<file path="src/rtl/atr_guard_consts.vh">
// Constants for the answer-to-reset and guard-time block
`ifndef ATR_GUARD_CONSTS_VH
`define ATR_GUARD_CONSTS_VH
// Register byte addresses
`define REG_CTRL 12'h000
`define REG_STATUS 12'h004
`define REG_FLAGS 12'h008
`define REG_GUARD_SPACING 12'h00c
`define REG_RESET_TIMING 12'h010
`define REG_GUARD_TIMES 12'h014
`define REG_CWT 12'h018
`define REG_ETU_DIV 12'h01c
`define REG_FIFO_DATA 12'h020
`define REG_FIFO_THRESH 12'h024
// Control bits
`define CTRL_ATR_START 0
`define CTRL_PROTO_T1 1
`define CTRL_TX_REQ 2
`define CTRL_USE_BGT 3
`define CTRL_LED_SEL 4
`define CTRL_SYNC_MODE 5
`define CTRL_FILTER_EN 6
// Flag bits (write one to clear)
`define FLAG_CODE_VIOL 0
`define FLAG_TX_FAIL 1
`define FLAG_CWT 2
`define FLAG_FIFO_THR 3
`define FLAG_EOM_ERR 4
`define FLAG_RESP_LATE 5
`define FLAG_TX_START 6
// Pattern and value constants
`define TS_DIRECT_BITS 10'h1b9
`define TS_INVERSE_BITS 10'h181
`define TS_DIRECT_BYTE 8'h3b
`define TS_INVERSE_BYTE 8'h3f
`define CHARS_T0 9'h102
`define CHARS_T1 9'h103
`define ETU_DEFAULT 16'h0174
`define PROC_NULL 8'h60
`define SW1_LO_A 8'h61
`define SW1_HI_A 8'h6f
`define SW1_LO_B 8'h90
`define SW1_HI_B 8'h9f
`define CHAR_BITS 4'ha
`endif

</file>
<file path="src/rtl/sync2.v">
// Two flip-flop synchroniser for a pin level
module sync2 (
  // Clock and reset
  input wire clk,
  input wire rst_n,
  // Level in and out
  input wire d,
  output reg q
);
  reg meta;
  always @(posedge clk or negedge rst_n) begin
    if (!rst_n) begin
      meta <= 1'b1;
      q <= 1'b1;
    end else begin
      meta <= d;
      q <= meta;
    end
  end
endmodule

</file>
<file path="src/rtl/etu_timer.v">
// Down counter that pulses when a loaded count of etu enables runs out
module etu_timer #(
  parameter W = 16
) (
  // Clock and reset
  input wire clk,
  input wire rst_n,
  // Control
  input wire load,
  input wire [W-1:0] count,
  input wire tick,
  input wire stop,
  // Result
  output reg running,
  output reg expired
);
  reg [W-1:0] left;
  always @(posedge clk or negedge rst_n) begin
    if (!rst_n) begin
      left <= {W{1'b0}};
      running <= 1'b0;
      expired <= 1'b0;
    end else begin
      expired <= 1'b0;
      if (load) begin
        left <= count;
        running <= 1'b1;
      end else if (stop) begin
        running <= 1'b0;
      end else if (running && tick) begin
        if (left <= {{(W-1){1'b0}}, 1'b1}) begin
          running <= 1'b0;
          expired <= 1'b1;
        end else begin
          left <= left - {{(W-1){1'b0}}, 1'b1};
        end
      end
    end
  end
endmodule

</file>
<file path="src/rtl/atr_guard_time.v">
// Answer-to-reset reception, convention detect and guard-time transmit holding
//
// Register access over APB and the register offsets are this design's own decisions.
`include "atr_guard_consts.vh"
// Function
// Firmware programs default etu of 372 clocks
// Guard reloads time reset pulse, response delay
// First character starts wait timer; expiry flags
// Direct pattern selects direct, stores 0x3B
// Inverse pattern selects inverse, stores 0x3F
// Convention chosen after reset, held, reported
// Bad initial character disables receiver, flags
// Threshold above one: wait expiry sets threshold
// Unpowered card pins driven low
// Reset low until clock; I/O rises
// Cold reset released 108 to 120 etu
// Warm reset pulse 108 to 120 etu
// T=1 parity error stops FIFO, ends message
// Spacing register holds window; always active
// Counter loads 258/259, decrements per character
// Empty window reloads and stops counter
// Transmit during active counter held pending
// Underflow with pending transmit abandons, flags
// T=0 procedure bytes not counted
// Held transmit starts after window plus guard
// Firmware powers card before enabling interface
// Asynchronous mode drives activity LED itself
// Null 0x60, status 0x61-0x6F, 0x90-0x9F
// Window timed in etu, restarts each start
module atr_guard_time (
  // APB slave
  input wire pclk,
  input wire presetn,
  input wire psel,
  input wire penable,
  input wire pwrite,
  input wire [11:0] paddr,
  input wire [31:0] pwdata,
  output reg [31:0] prdata,
  output reg pready,
  output reg pslverr,
  // Card link
  input wire card_io_in,
  output reg card_io_out,
  output reg card_io_oe,
  output reg card_reset_n,
  output reg card_clock_out,
  // Status outputs
  output reg tx_start,
  output reg led_out
);
  // ----------------------------------------
  // Registers
  // ----------------------------------------
  reg [6:0] ctrl;
  reg [15:0] etu_div;
  reg [7:0] guard_spacing_reg;
  reg [15:0] reset_len;
  reg [15:0] resp_max;
  reg [7:0] default_guard_time;
  reg [7:0] bgt;
  reg [15:0] cwt_len;
  reg [3:0] fifo_thresh;
  reg [6:0] flags;
  reg convention_status_bit;
  reg conv_valid;
  reg rx_enabled;
  reg [8:0] received_char_counter;
  reg cpt_active;
  reg tx_pending;
  reg [7:0] last_char;
  reg [3:0] fifo_count;
  reg [7:0] card_clk_div;
  wire io_s;
  wire acc = psel && penable;
  wire wr = acc && pwrite;
  wire code_violation_flag = flags[`FLAG_CODE_VIOL];
  wire transmit_failure_flag = flags[`FLAG_TX_FAIL];
  sync2 u_sync (.clk(pclk), .rst_n(presetn), .d(card_io_in), .q(io_s));
  // ----------------------------------------
  // Etu and card clock dividers
  // ----------------------------------------
  reg [15:0] etu_cnt;
  reg etu_tick;
  always @(posedge pclk or negedge presetn) begin
    if (!presetn) begin
      etu_cnt <= 16'h0000;
      etu_tick <= 1'b0;
      card_clk_div <= 8'h00;
      card_clock_out <= 1'b0;
    end else begin
      etu_tick <= 1'b0;
      card_clk_div <= card_clk_div + 8'h01;
      card_clock_out <= card_clk_div[2];
      if (etu_cnt + 16'h0001 >= etu_div) begin
        etu_cnt <= 16'h0000;
        etu_tick <= 1'b1;
      end else begin
        etu_cnt <= etu_cnt + 16'h0001;
      end
    end
  end
  // ----------------------------------------
  // Reset pulse and response delay (guard reloads)
  // ----------------------------------------
  wire atr_go = wr && (paddr == `REG_CTRL) && pwdata[`CTRL_ATR_START];
  wire rst_exp;
  wire rsp_exp;
  wire rst_run;
  wire rsp_run;
  reg first_seen;
  etu_timer u_rst (.clk(pclk), .rst_n(presetn), .load(atr_go), .count(reset_len), .tick(etu_tick),
    .stop(1'b0), .running(rst_run), .expired(rst_exp));
  etu_timer u_rsp (.clk(pclk), .rst_n(presetn), .load(rst_exp), .count(resp_max), .tick(etu_tick),
    .stop(first_seen), .running(rsp_run), .expired(rsp_exp));
  always @(posedge pclk or negedge presetn) begin
    if (!presetn) begin
      card_reset_n <= 1'b0;
    end else if (atr_go) begin
      card_reset_n <= 1'b0;
    end else if (rst_exp) begin
      card_reset_n <= 1'b1;
    end
  end
  // ----------------------------------------
  // Character receiver (bit sampling at mid etu)
  // ----------------------------------------
  reg rx_busy;
  reg [3:0] bit_idx;
  reg [15:0] bit_cnt;
  reg [9:0] shreg;
  reg char_done;
  reg start_pulse;
  reg io_prev;
  wire [15:0] half_etu = {1'b0, etu_div[15:1]};
  always @(posedge pclk or negedge presetn) begin
    if (!presetn) begin
      rx_busy <= 1'b0;
      bit_idx <= 4'h0;
      bit_cnt <= 16'h0000;
      shreg <= 10'h000;
      char_done <= 1'b0;
      start_pulse <= 1'b0;
      io_prev <= 1'b1;
    end else begin
      char_done <= 1'b0;
      start_pulse <= 1'b0;
      io_prev <= io_s;
      // Start only on a falling edge, so a low parity bit cannot look like a start
      if (!rx_busy) begin
        if (io_prev && !io_s && card_reset_n) begin
          rx_busy <= 1'b1;
          bit_idx <= 4'h0;
          bit_cnt <= half_etu;
          start_pulse <= 1'b1;
        end
      end else if (bit_cnt == 16'h0000) begin
        bit_cnt <= etu_div - 16'h0001;
        shreg <= {shreg[8:0], io_s};
        if (bit_idx == `CHAR_BITS - 4'h1) begin
          rx_busy <= 1'b0;
          char_done <= 1'b1;
        end
        bit_idx <= bit_idx + 4'h1;
      end else begin
        bit_cnt <= bit_cnt - 16'h0001;
      end
    end
  end
  // ----------------------------------------
  // Decode with convention
  // ----------------------------------------
  wire [7:0] raw_lsb = {shreg[1], shreg[2], shreg[3], shreg[4], shreg[5], shreg[6], shreg[7], shreg[8]};
  wire [7:0] dir_byte = raw_lsb;
  wire [7:0] inv_byte = ~shreg[8:1];
  wire [7:0] rx_byte = convention_status_bit ? inv_byte : dir_byte;
  wire par_ok = convention_status_bit ? (^shreg[8:0]) : ~(^shreg[8:0]);
  wire is_proc = (rx_byte == `PROC_NULL) ||
    (rx_byte >= `SW1_LO_A && rx_byte <= `SW1_HI_A) || (rx_byte >= `SW1_LO_B && rx_byte <= `SW1_HI_B);
  wire count_char = char_done && !(ctrl[`CTRL_FILTER_EN] && !ctrl[`CTRL_PROTO_T1] && is_proc);
  // ----------------------------------------
  // Initial character, FIFO level, wait timer
  // ----------------------------------------
  wire cwt_exp;
  etu_timer u_cwt (.clk(pclk), .rst_n(presetn), .load(char_done), .count(cwt_len), .tick(etu_tick),
    .stop(atr_go), .running(), .expired(cwt_exp));
  reg eom_stop;
  always @(posedge pclk or negedge presetn) begin
    if (!presetn) begin
      convention_status_bit <= 1'b0;
      conv_valid <= 1'b0;
      rx_enabled <= 1'b1;
      first_seen <= 1'b0;
      last_char <= 8'h00;
      fifo_count <= 4'h0;
      eom_stop <= 1'b0;
    end else if (atr_go) begin
      conv_valid <= 1'b0;
      rx_enabled <= 1'b1;
      first_seen <= 1'b0;
      eom_stop <= 1'b0;
    end else begin
      if (acc && !pwrite && paddr == `REG_FIFO_DATA && fifo_count != 4'h0)
        fifo_count <= fifo_count - 4'h1;
      if (char_done) begin
        first_seen <= 1'b1;
        if (!conv_valid) begin
          conv_valid <= 1'b1;
          if (shreg == `TS_DIRECT_BITS) begin
            convention_status_bit <= 1'b0;
            last_char <= `TS_DIRECT_BYTE;
            fifo_count <= fifo_count + 4'h1;
          end else if (shreg == `TS_INVERSE_BITS) begin
            convention_status_bit <= 1'b1;
            last_char <= `TS_INVERSE_BYTE;
            fifo_count <= fifo_count + 4'h1;
          end else begin
            rx_enabled <= 1'b0;
          end
        end else if (rx_enabled && !eom_stop) begin
          last_char <= rx_byte;
          if (fifo_count != 4'hf)
            fifo_count <= fifo_count + 4'h1;
          if (!par_ok && ctrl[`CTRL_PROTO_T1])
            eom_stop <= 1'b1;
        end
      end
    end
  end
  // ----------------------------------------
  // Guard spacing window and character counter
  // ----------------------------------------
  wire win_exp;
  wire win_load = start_pulse;
  etu_timer #(.W(8)) u_win (.clk(pclk), .rst_n(presetn), .load(win_load), .count(guard_spacing_reg),
    .tick(etu_tick), .stop(1'b0), .running(), .expired(win_exp));
  wire [7:0] guard_sel = ctrl[`CTRL_USE_BGT] ? bgt : default_guard_time;
  wire gt_exp;
  wire gt_run;
  etu_timer #(.W(8)) u_gt (.clk(pclk), .rst_n(presetn), .load(win_exp && tx_pending), .count(guard_sel),
    .tick(etu_tick), .stop(1'b0), .running(gt_run), .expired(gt_exp));
  wire [8:0] cpt_load = ctrl[`CTRL_PROTO_T1] ? `CHARS_T1 : `CHARS_T0;
  wire tx_req = wr && (paddr == `REG_CTRL) && pwdata[`CTRL_TX_REQ];
  wire underflow = cpt_active && count_char && received_char_counter == 9'h000;
  always @(posedge pclk or negedge presetn) begin
    if (!presetn) begin
      received_char_counter <= `CHARS_T0;
      cpt_active <= 1'b0;
      tx_pending <= 1'b0;
      tx_start <= 1'b0;
    end else begin
      tx_start <= 1'b0;
      if (win_exp) begin
        received_char_counter <= cpt_load;
        cpt_active <= 1'b0;
      end else if (count_char) begin
        if (!cpt_active) begin
          received_char_counter <= cpt_load - 9'h001;
          cpt_active <= 1'b1;
        end else if (received_char_counter != 9'h000) begin
          received_char_counter <= received_char_counter - 9'h001;
        end
      end
      if (underflow && tx_pending) begin
        tx_pending <= 1'b0;
      end else if (tx_req) begin
        if (cpt_active || rx_busy || gt_run)
          tx_pending <= 1'b1;
        else
          tx_start <= 1'b1;
      end else if (gt_exp && tx_pending) begin
        tx_pending <= 1'b0;
        tx_start <= 1'b1;
      end
    end
  end
  // ----------------------------------------
  // Sticky flags, set wins over write-one clear
  // ----------------------------------------
  wire [6:0] set_v;
  assign set_v[`FLAG_CODE_VIOL] = char_done && !conv_valid && shreg != `TS_DIRECT_BITS &&
    shreg != `TS_INVERSE_BITS;
  assign set_v[`FLAG_TX_FAIL] = underflow && tx_pending;
  assign set_v[`FLAG_CWT] = cwt_exp;
  assign set_v[`FLAG_FIFO_THR] = cwt_exp || (char_done && fifo_count + 4'h1 >= fifo_thresh);
  assign set_v[`FLAG_EOM_ERR] = char_done && conv_valid && rx_enabled && !eom_stop && !par_ok &&
    ctrl[`CTRL_PROTO_T1];
  assign set_v[`FLAG_RESP_LATE] = rsp_exp;
  assign set_v[`FLAG_TX_START] = tx_start;
  always @(posedge pclk or negedge presetn) begin
    if (!presetn) begin
      flags <= 7'h00;
    end else begin
      flags <= (flags & ~((wr && paddr == `REG_FLAGS) ? pwdata[6:0] : 7'h00)) | set_v;
    end
  end
  // ----------------------------------------
  // APB registers
  // ----------------------------------------
  always @(posedge pclk or negedge presetn) begin
    if (!presetn) begin
      ctrl <= 7'h00;
      etu_div <= `ETU_DEFAULT;
      guard_spacing_reg <= 8'h0c;
      reset_len <= 16'h0072;
      resp_max <= 16'h0190;
      default_guard_time <= 8'h02;
      bgt <= 8'h16;
      cwt_len <= 16'h0400;
      fifo_thresh <= 4'h1;
    end else if (wr) begin
      case (paddr)
        `REG_CTRL: ctrl <= {pwdata[6:3], 1'b0, pwdata[1], 1'b0};
        `REG_GUARD_SPACING: guard_spacing_reg <= pwdata[7:0];
        `REG_RESET_TIMING: begin
          reset_len <= pwdata[15:0];
          resp_max <= pwdata[31:16];
        end
        `REG_GUARD_TIMES: begin
          default_guard_time <= pwdata[7:0];
          bgt <= pwdata[15:8];
        end
        `REG_CWT: cwt_len <= pwdata[15:0];
        `REG_ETU_DIV: etu_div <= pwdata[15:0];
        `REG_FIFO_THRESH: fifo_thresh <= pwdata[3:0];
        default: ;
      endcase
    end
  end
  always @(posedge pclk or negedge presetn) begin
    if (!presetn) begin
      prdata <= 32'h00000000;
      pready <= 1'b0;
      pslverr <= 1'b0;
    end else begin
      pready <= psel && !penable;
      pslverr <= 1'b0;
      prdata <= 32'h00000000;
      if (psel && !penable) begin
        case (paddr)
          `REG_CTRL: prdata <= {25'h0000000, ctrl};
          `REG_STATUS: prdata <= {9'h000, tx_pending, cpt_active, received_char_counter, 4'h0, fifo_count,
            card_reset_n, rx_enabled, conv_valid, convention_status_bit};
          `REG_FLAGS: prdata <= {25'h0000000, flags};
          `REG_GUARD_SPACING: prdata <= {24'h000000, guard_spacing_reg};
          `REG_RESET_TIMING: prdata <= {resp_max, reset_len};
          `REG_GUARD_TIMES: prdata <= {16'h0000, bgt, default_guard_time};
          `REG_CWT: prdata <= {16'h0000, cwt_len};
          `REG_ETU_DIV: prdata <= {16'h0000, etu_div};
          `REG_FIFO_DATA: prdata <= {24'h000000, last_char};
          `REG_FIFO_THRESH: prdata <= {28'h0000000, fifo_thresh};
          default: pslverr <= !pwrite;
        endcase
      end
    end
  end
  // ----------------------------------------
  // Pins and LED
  // ----------------------------------------
  always @(posedge pclk or negedge presetn) begin
    if (!presetn) begin
      card_io_out <= 1'b0;
      card_io_oe <= 1'b0;
      led_out <= 1'b0;
    end else begin
      card_io_out <= 1'b0;
      card_io_oe <= 1'b0;
      if (ctrl[`CTRL_LED_SEL] && !ctrl[`CTRL_SYNC_MODE])
        led_out <= rx_busy || cpt_active || tx_pending;
      else
        led_out <= 1'b0;
    end
  end
  wire unused_ok = rsp_run ^ rst_run ^ code_violation_flag ^ transmit_failure_flag;
endmodule

</file>
<file path="config.mk">
export PLATFORM = sky130hd
export DESIGN_NAME = atr_guard_time
export DESIGN_NICKNAME = d
export VERILOG_FILES = /design/src/rtl/sync2.v /design/src/rtl/etu_timer.v /design/src/rtl/atr_guard_time.v
export VERILOG_INCLUDE_DIRS = /design/src /design/src/rtl
export SDC_FILE = /design/constraint.sdc
export NUM_CORES = 1
export LEC_CHECK = 0
export BUFFER_PORTS_ARGS = -buffer_cell sky130_fd_sc_hd__buf_2
export CORE_MARGIN = 2
export CORE_UTILIZATION = 54
export CTS_CLUSTER_SIZE = 14
export DETAILED_ROUTE_END_ITERATION = 10
export PLACE_DENSITY_LB_ADDON = 0.25
export SLEW_MARGIN = 20
export SYNTH_ARGS = -nofsm -noshare
export SYNTH_HDL_FRONTEND = slang
export SYNTH_HIERARCHICAL = 1
export SYNTH_SLANG_ARGS = --single-unit
</file>
<file path="constraint.sdc">
create_clock -name pclk -period 5.35 [get_ports pclk]
set_input_delay 0.535 -clock pclk [delete_from_list [all_inputs] [get_ports pclk]]
set_output_delay 0.535 -clock pclk [all_outputs]
set_load 0.02 [all_outputs]
</file>
==> Word level (Yosys, flattened, before mapping) <==
Cells that the tools add are included.
{ "op_classes": {"add_sub_neg": 14, "mux": 118, "eq_ne": 30, "shifts": 0, "div_mod_pow": 0, "n_mul": 0, "n_lt_le_gt_ge": 11, "n_reduce_logical": 108, "n_bitwise": 7} }
{ "op_table": {"columns": ["op", "n"], "rows": [
  ["32-bit one-hot mux with 10 select lines", 1],
  ["16-bit 2-to-1 mux", 15],
  ["8-bit 2-to-1 mux", 12],
  ["16-bit by 1-bit subtractor with 16-bit output, second input constant", 5],
  ["1-bit 2-to-1 mux", 74],
  ["12-bit by 5-bit equality test with 1-bit output, second input constant", 4],
  ["16-bit by 1-bit <= comparator with 1-bit output, second input constant", 3],
  ["4-bit 2-to-1 mux", 10],
  ["1-bit logical AND", 39],
  ["2-bit AND reduction", 19],
  ["9-bit 2-to-1 mux", 4],
  ["32-bit 2-to-1 mux", 1],
  ["2-bit nonzero test", 16],
  ["12-bit by 4-bit equality test with 1-bit output, second input constant", 2],
  ["12-bit by 6-bit equality test with 1-bit output, second input constant", 2],
  ["10-bit by 9-bit equality test with 1-bit output, second input constant", 2],
  ["10-bit by 9-bit != test with 1-bit output, second input constant", 2],
  ["3-bit nonzero test", 6],
  ["9-bit by 1-bit subtractor with 9-bit output, second input constant", 2],
  ["16-bit by 1-bit adder with 16-bit output, second input constant", 1],
  ["16-bit greater-or-equal comparator", 1],
  ["8-bit by 1-bit <= comparator with 1-bit output, second input constant", 2],
  ["16-bit logical NOT", 1],
  ["4-bit AND reduction", 4],
  ["31 further kinds", 60]
]} }
{ "totals": {"word_cells": 341, "in_bits": 50, "output_inout_bits": 40, "latchBits": 0, "romBits": 0, "n_memories": 0, "ram_bits": 0, "regBits": 304} }

==> Longest topological paths before layout <==
{ "depth": {"ltp_word": 14, "ltp_mapped": 13, "mapped_depth_nobuf": 11} }

==> By module <==
The synthesis kept the hierarchy.
{ "modules_own_cells": {"columns": ["module", "area_each_um2", "instances", "cells_per_inst", "seq_area_each_um2"], "rows": [
  ["atr_guard_time", 11130.7, 1, 1048, 5610.4],
  ["etu_timer at u_cwt ...", 1153.6, 2, 125, 450.4],
  ["etu_timer at u_rst", 1173.6, 1, 138, 450.4],
  ["etu_timer at u_gt ...", 573.0, 2, 64, 250.2],
  ["sync2", 52.6, 1, 2, 52.6]
]} }

==> Least setup slack after synthesis <==
OpenSTA, ideal clock, no wires.
{ "synth_timing": {"kind": "reg2reg", "start": "register bit_cnt[8]", "end": "register bit_cnt[14]", "arrival_time_ns": 2.559, "setup_ns": 0.136, "setup_slack_ns": 2.655, "path_stages_with_launch": 14, "synth_period_minus_slack_ns": 2.695, "path_cell_list": "dfrtp_1 clkbuf_1 nor3_1 nand3_1 nor2_1 buf_2 buf_2 a21oi_1 ha_1 nand3_1 or4_1 a21oi_1 a2bb2oi_1 a21oi_1"} }
{ "synth_via": {"elab_chain_cells": 3} }
{ "synth_lines": {"columns": ["item", "line_no", "rtl"], "rows": [
  ["start: declaration", "atr_guard_time.v:130", "reg [15:0] bit_cnt;"],
  ["start signal: assignment", "atr_guard_time.v:154", "bit_cnt <= half_etu;"],
  ["start signal: assignment", "atr_guard_time.v:158", "bit_cnt <= etu_div - 16'h0001;"],
  ["start signal: assignment", "atr_guard_time.v:166", "bit_cnt <= bit_cnt - 16'h0001;"],
  ["16-bit by 1-bit subtractor with 16-bit output or 16-bit logical NOT (tied branches)", "atr_guard_time.v:166, atr_guard_time.v:157", null],
  ["16-bit 2-to-1 mux *", "atr_guard_time.v:157", "end else if (bit_cnt == 16'h0000) begin"],
  ["16-bit 2-to-1 mux *", "atr_guard_time.v:150", "if (!rx_busy) begin"]
]} }
Mark *: on every way between the ends. The rest lies on a longest branch, timed or not.
A chain may end at the register's enable or synchronous reset.

==> Final worst setup path <==
{ "layout_timing": {"start": "register bit_cnt[11]", "end": "register bit_cnt[12]"} }
The elaborated chain is that of the path after synthesis.

==> run metrics <==
result of the run complete, but fails checks; horizontal die dimension 175 um; share of synthesized flip-flops with an asynchronous set or reset 1.00; buffers added on ports 87; Synth Warn # 6; fill cell instance count of the final layout 2344; maximum number of pins on one net before global-route repair 150; post-route clock period utilization 0.648; Die Y-Extent 175 um; final hold slack -0.00159 ns; Min-Delay Path Class in2async; cell taking the most area after synthesis sky130_fd_sc_hd__dfrtp_1; wire length of the first global-routing pass 65200 um; area used by multi-input combinational logic 7770 um2; DIE AREA 30700 um2; flip-flop count of the largest register after layout 32; gr ovfl total 0; CP arrival 3.89 ns; maximum clock frequency 289 MHz; initial DRC count 1228; number of setup violations in the final report 0; Post-Place Cells 1983; violations in the final reports hold timing; Final Wtd Congestion 0.938; type of the worst setup path reg2reg; TritonCTS clock tree built; number of storage elements in the synthesis netlist 299; final slew viol count 0; Synth Cell Area 15800 um2; share of cells above drive strength 1 0.194; hold buffers post-CTS 0; setup slack of the critical path after layout 1.89 ns; effective utilization at floorplan 0.549; logic depth of the worst register-to-register path 10; area added between synthesis and finish 12.4%; detailed-route vias per instance 6.14; dominant combinational cell family by area after synthesis simple AND/OR/NAND/NOR gates; adder-cell area share of the yosys netlist 0.0348; antenna violation net count after detailed routing 0; Finished Layout Cells 2045; mux cell area share after synthesis 0.0761; xor/xnor cell area share of the yosys netlist 0.0343; RSZ-0062 raised after global routing false; Resized cells post-CTS 0; count of unique library cells instantiated by Yosys 94; most area-consuming cells after synthesis sky130_fd_sc_hd__dfrtp_1 (43%), sky130_fd_sc_hd__mux2_2 (5.9%), sky130_fd_sc_hd__dfstp_2 (4.3%); register ranked first by flip-flop count prdata; endpoint of the worst-slack reg-to-reg timing path bit_cnt[12]$_DFFE_PN0P_; clock net sink count 299; vias in the first global route 12050; DR vias 12556; post-synthesis instance total 1566; average wire per cell in the routed design 19.9 um; simple-gate portion of the synthesized area 0.184; first-pass detailed-route iteration total 6; Inserted Clock Buffers 34; clock latency of the later-clocked register in the worst-skew pair 0.51 ns; Top-Level Pins 90; Pwr Density 301 nW/um2; largest vdd supply drop 0.246 mV; buffers inserted during post-CTS setup optimization 0; total count of hold-check failures in the final report 1; shortest clock period the worst path allows after layout 3.46 ns; relative slew slack 0.271; clock-pin slew reported for the worst setup and hold paths after clock tree synthesis 0.06 ns; cell with the most instances after synthesis sky130_fd_sc_hd__dfrtp_1; start of the worst register-to-register path bit_cnt[11]$_DFFE_PN0P_; global-route total usage across every layer 0.266; final-stage net count 1729; number of antenna violations at the first check in global routing 0; transition time at the pin with the least slew margin 1.09 ns; depth of the CTS H-tree 2; final setup skew 0.0241 ns; final sum of negative setup slack 0 ns; Core Footprint 28800 um2; number of flops mapped to enable cells by yosys 0; Synth top cells by count sky130_fd_sc_hd__dfrtp_1 (273), sky130_fd_sc_hd__nand2_1 (154), sky130_fd_sc_hd__nor2_1 (109); detailed placer's ending HPWL 29000 um; reported leakage power 8.17 nW; area fraction in compound gates after synthesis 0.159; cell chosen for the clock root sky130_fd_sc_hd__clkbuf_16; nature of the critical path endpoint flip-flop; sequential standard cell area 7510 um2; fraction of post-synthesis cell area in the top cell type by area 0.432; startpoint types flip-flop; count of inserted antenna diode cells 0; sequential fraction of the synthesis area 0.475; data required time at the worst endpoint 5.78 ns; critical path peak fanout 13; number of max-cap violations 0; number of rows in the core area 62; pre-CTS setup slack 1.95 ns; final routed DRC violation total 0; detailed-route wire length 40700 um; R2R Setup Slk 1.89 ns; Primary FF master, synth sky130_fd_sc_hd__dfrtp_1; synthesized area per cell 10.1 um2; Max clock buf depth 3
## report_power, final
| part | switching [W] | total (W) | internal [W] |
|---|---|---|---|
| registers | 0.0000972 | 0.00244 | 0.00234 |
| logic | 0.000250 | 0.000405 | 0.000155 |
| clock network | 0.000932 | 0.00251 | 0.00158 |
| total | 0.00128 | 0.00535 | 0.00407 |
## through the flow
stage               cell area [um2]   util  hold WS, ns  total power, W
floorplan                     15800      -        0.239         0.00271
global placement              16500  0.575        0.348         0.00286
detailed placement            16500  0.575        0.348         0.00287
CTS                           17800  0.617       0.0142         0.00539
global route                  17800  0.617       0.0282         0.00555
finish                        17800  0.617     -0.00159         0.00535
## worst max-delay path, cell delays in order, from the launching register on
cell and delay (ns):
sky130_fd_sc_hd__dfrtp_1 0.41, sky130_fd_sc_hd__nor4_1 0.65, sky130_fd_sc_hd__nand3_1 0.24, sky130_fd_sc_hd__nor2_1 0.66, sky130_fd_sc_hd__buf_4 0.30, sky130_fd_sc_hd__a21oi_1 0.10, sky130_fd_sc_hd__ha_1 0.28, sky130_fd_sc_hd__nand3_1 0.23
sky130_fd_sc_hd__a2111oi_0 0.15, sky130_fd_sc_hd__xor2_1 0.21, sky130_fd_sc_hd__mux2i_1 0.16
## cell usage in the layout, fill, tap and decap left out, types with 18 or more instances in the layout
| cell | instances |
|---|---|
| sky130_fd_sc_hd__a21oi_1 | 61 |
| sky130_fd_sc_hd__a22oi_1 | 25 |
| sky130_fd_sc_hd__a31oi_1 | 36 |
| sky130_fd_sc_hd__and2_1 | 19 |
| sky130_fd_sc_hd__buf_2 | 86 |
| sky130_fd_sc_hd__clkbuf_16 | 37 |
| sky130_fd_sc_hd__dfrtp_1 | 273 |
| sky130_fd_sc_hd__dfstp_2 | 26 |
| sky130_fd_sc_hd__ha_1 | 44 |
| sky130_fd_sc_hd__inv_1 | 56 |
| sky130_fd_sc_hd__mux2_2 | 83 |
| sky130_fd_sc_hd__nand2_1 | 154 |
| sky130_fd_sc_hd__nand3_1 | 38 |
| sky130_fd_sc_hd__nor2_1 | 109 |
| sky130_fd_sc_hd__nor2b_1 | 28 |
| sky130_fd_sc_hd__nor3_1 | 42 |
| sky130_fd_sc_hd__nor4_1 | 18 |
| sky130_fd_sc_hd__o21ai_0 | 69 |
| sky130_fd_sc_hd__o21ai_1 | 36 |
| sky130_fd_sc_hd__xnor2_1 | 44 |
| sky130_fd_sc_hd__xor2_1 | 18 |
## area by class of cell
cell class,instances,area share
clock buffer,49,0.0575
clock inverter,13,0.0114
inverter,57,0.0120
multi-input combinational,1141,0.437
sequential,299,0.423
tap,384,0.0270
timing repair buffer,102,0.0321
## worst max path at each step
stage / start / to
2_1_floorplan: bit_cnt[8]$_DFFE_PN0P_ / bit_cnt[14]$_DFFE_PN0P_
3_3_place_gp: bit_cnt[2]$_DFFE_PN0P_ / bit_cnt[14]$_DFFE_PN0P_
3_5_place_dp: bit_cnt[11]$_DFFE_PN0P_ / bit_cnt[14]$_DFFE_PN0P_
4_1_cts: bit_cnt[2]$_DFFE_PN0P_ / bit_cnt[14]$_DFFE_PN0P_
5_1_grt: bit_cnt[2]$_DFFE_PN0P_ / bit_cnt[12]$_DFFE_PN0P_
6_report: bit_cnt[11]$_DFFE_PN0P_ / bit_cnt[12]$_DFFE_PN0P_
## metal layers
| metal | vias to the layer above | GRT usage | part of all wire |
|---|---|---|---|
| li1 | 5825 | - | - |
| met1 | 6160 | 0.373 | 0.44 |
| met2 | 484 | 0.422 | 0.46 |
| met3 | 87 | 0.0440 | 0.072 |
| met4 | 0 | 0.0889 | 0.032 |
| met5 | - | 0 | 0 |
## logic make-up after synthesis
family | after synthesis
buffers and inverters | 135
flip-flops | 299
other | 1
adder cells (fa/ha/maj) | 44
AO/OA/AOI/OAI | 373
AND/OR/NAND/NOR | 544
multiplexers | 108
XOR/XNOR | 62
Note: power is estimated with default switching activity, not from simulation.
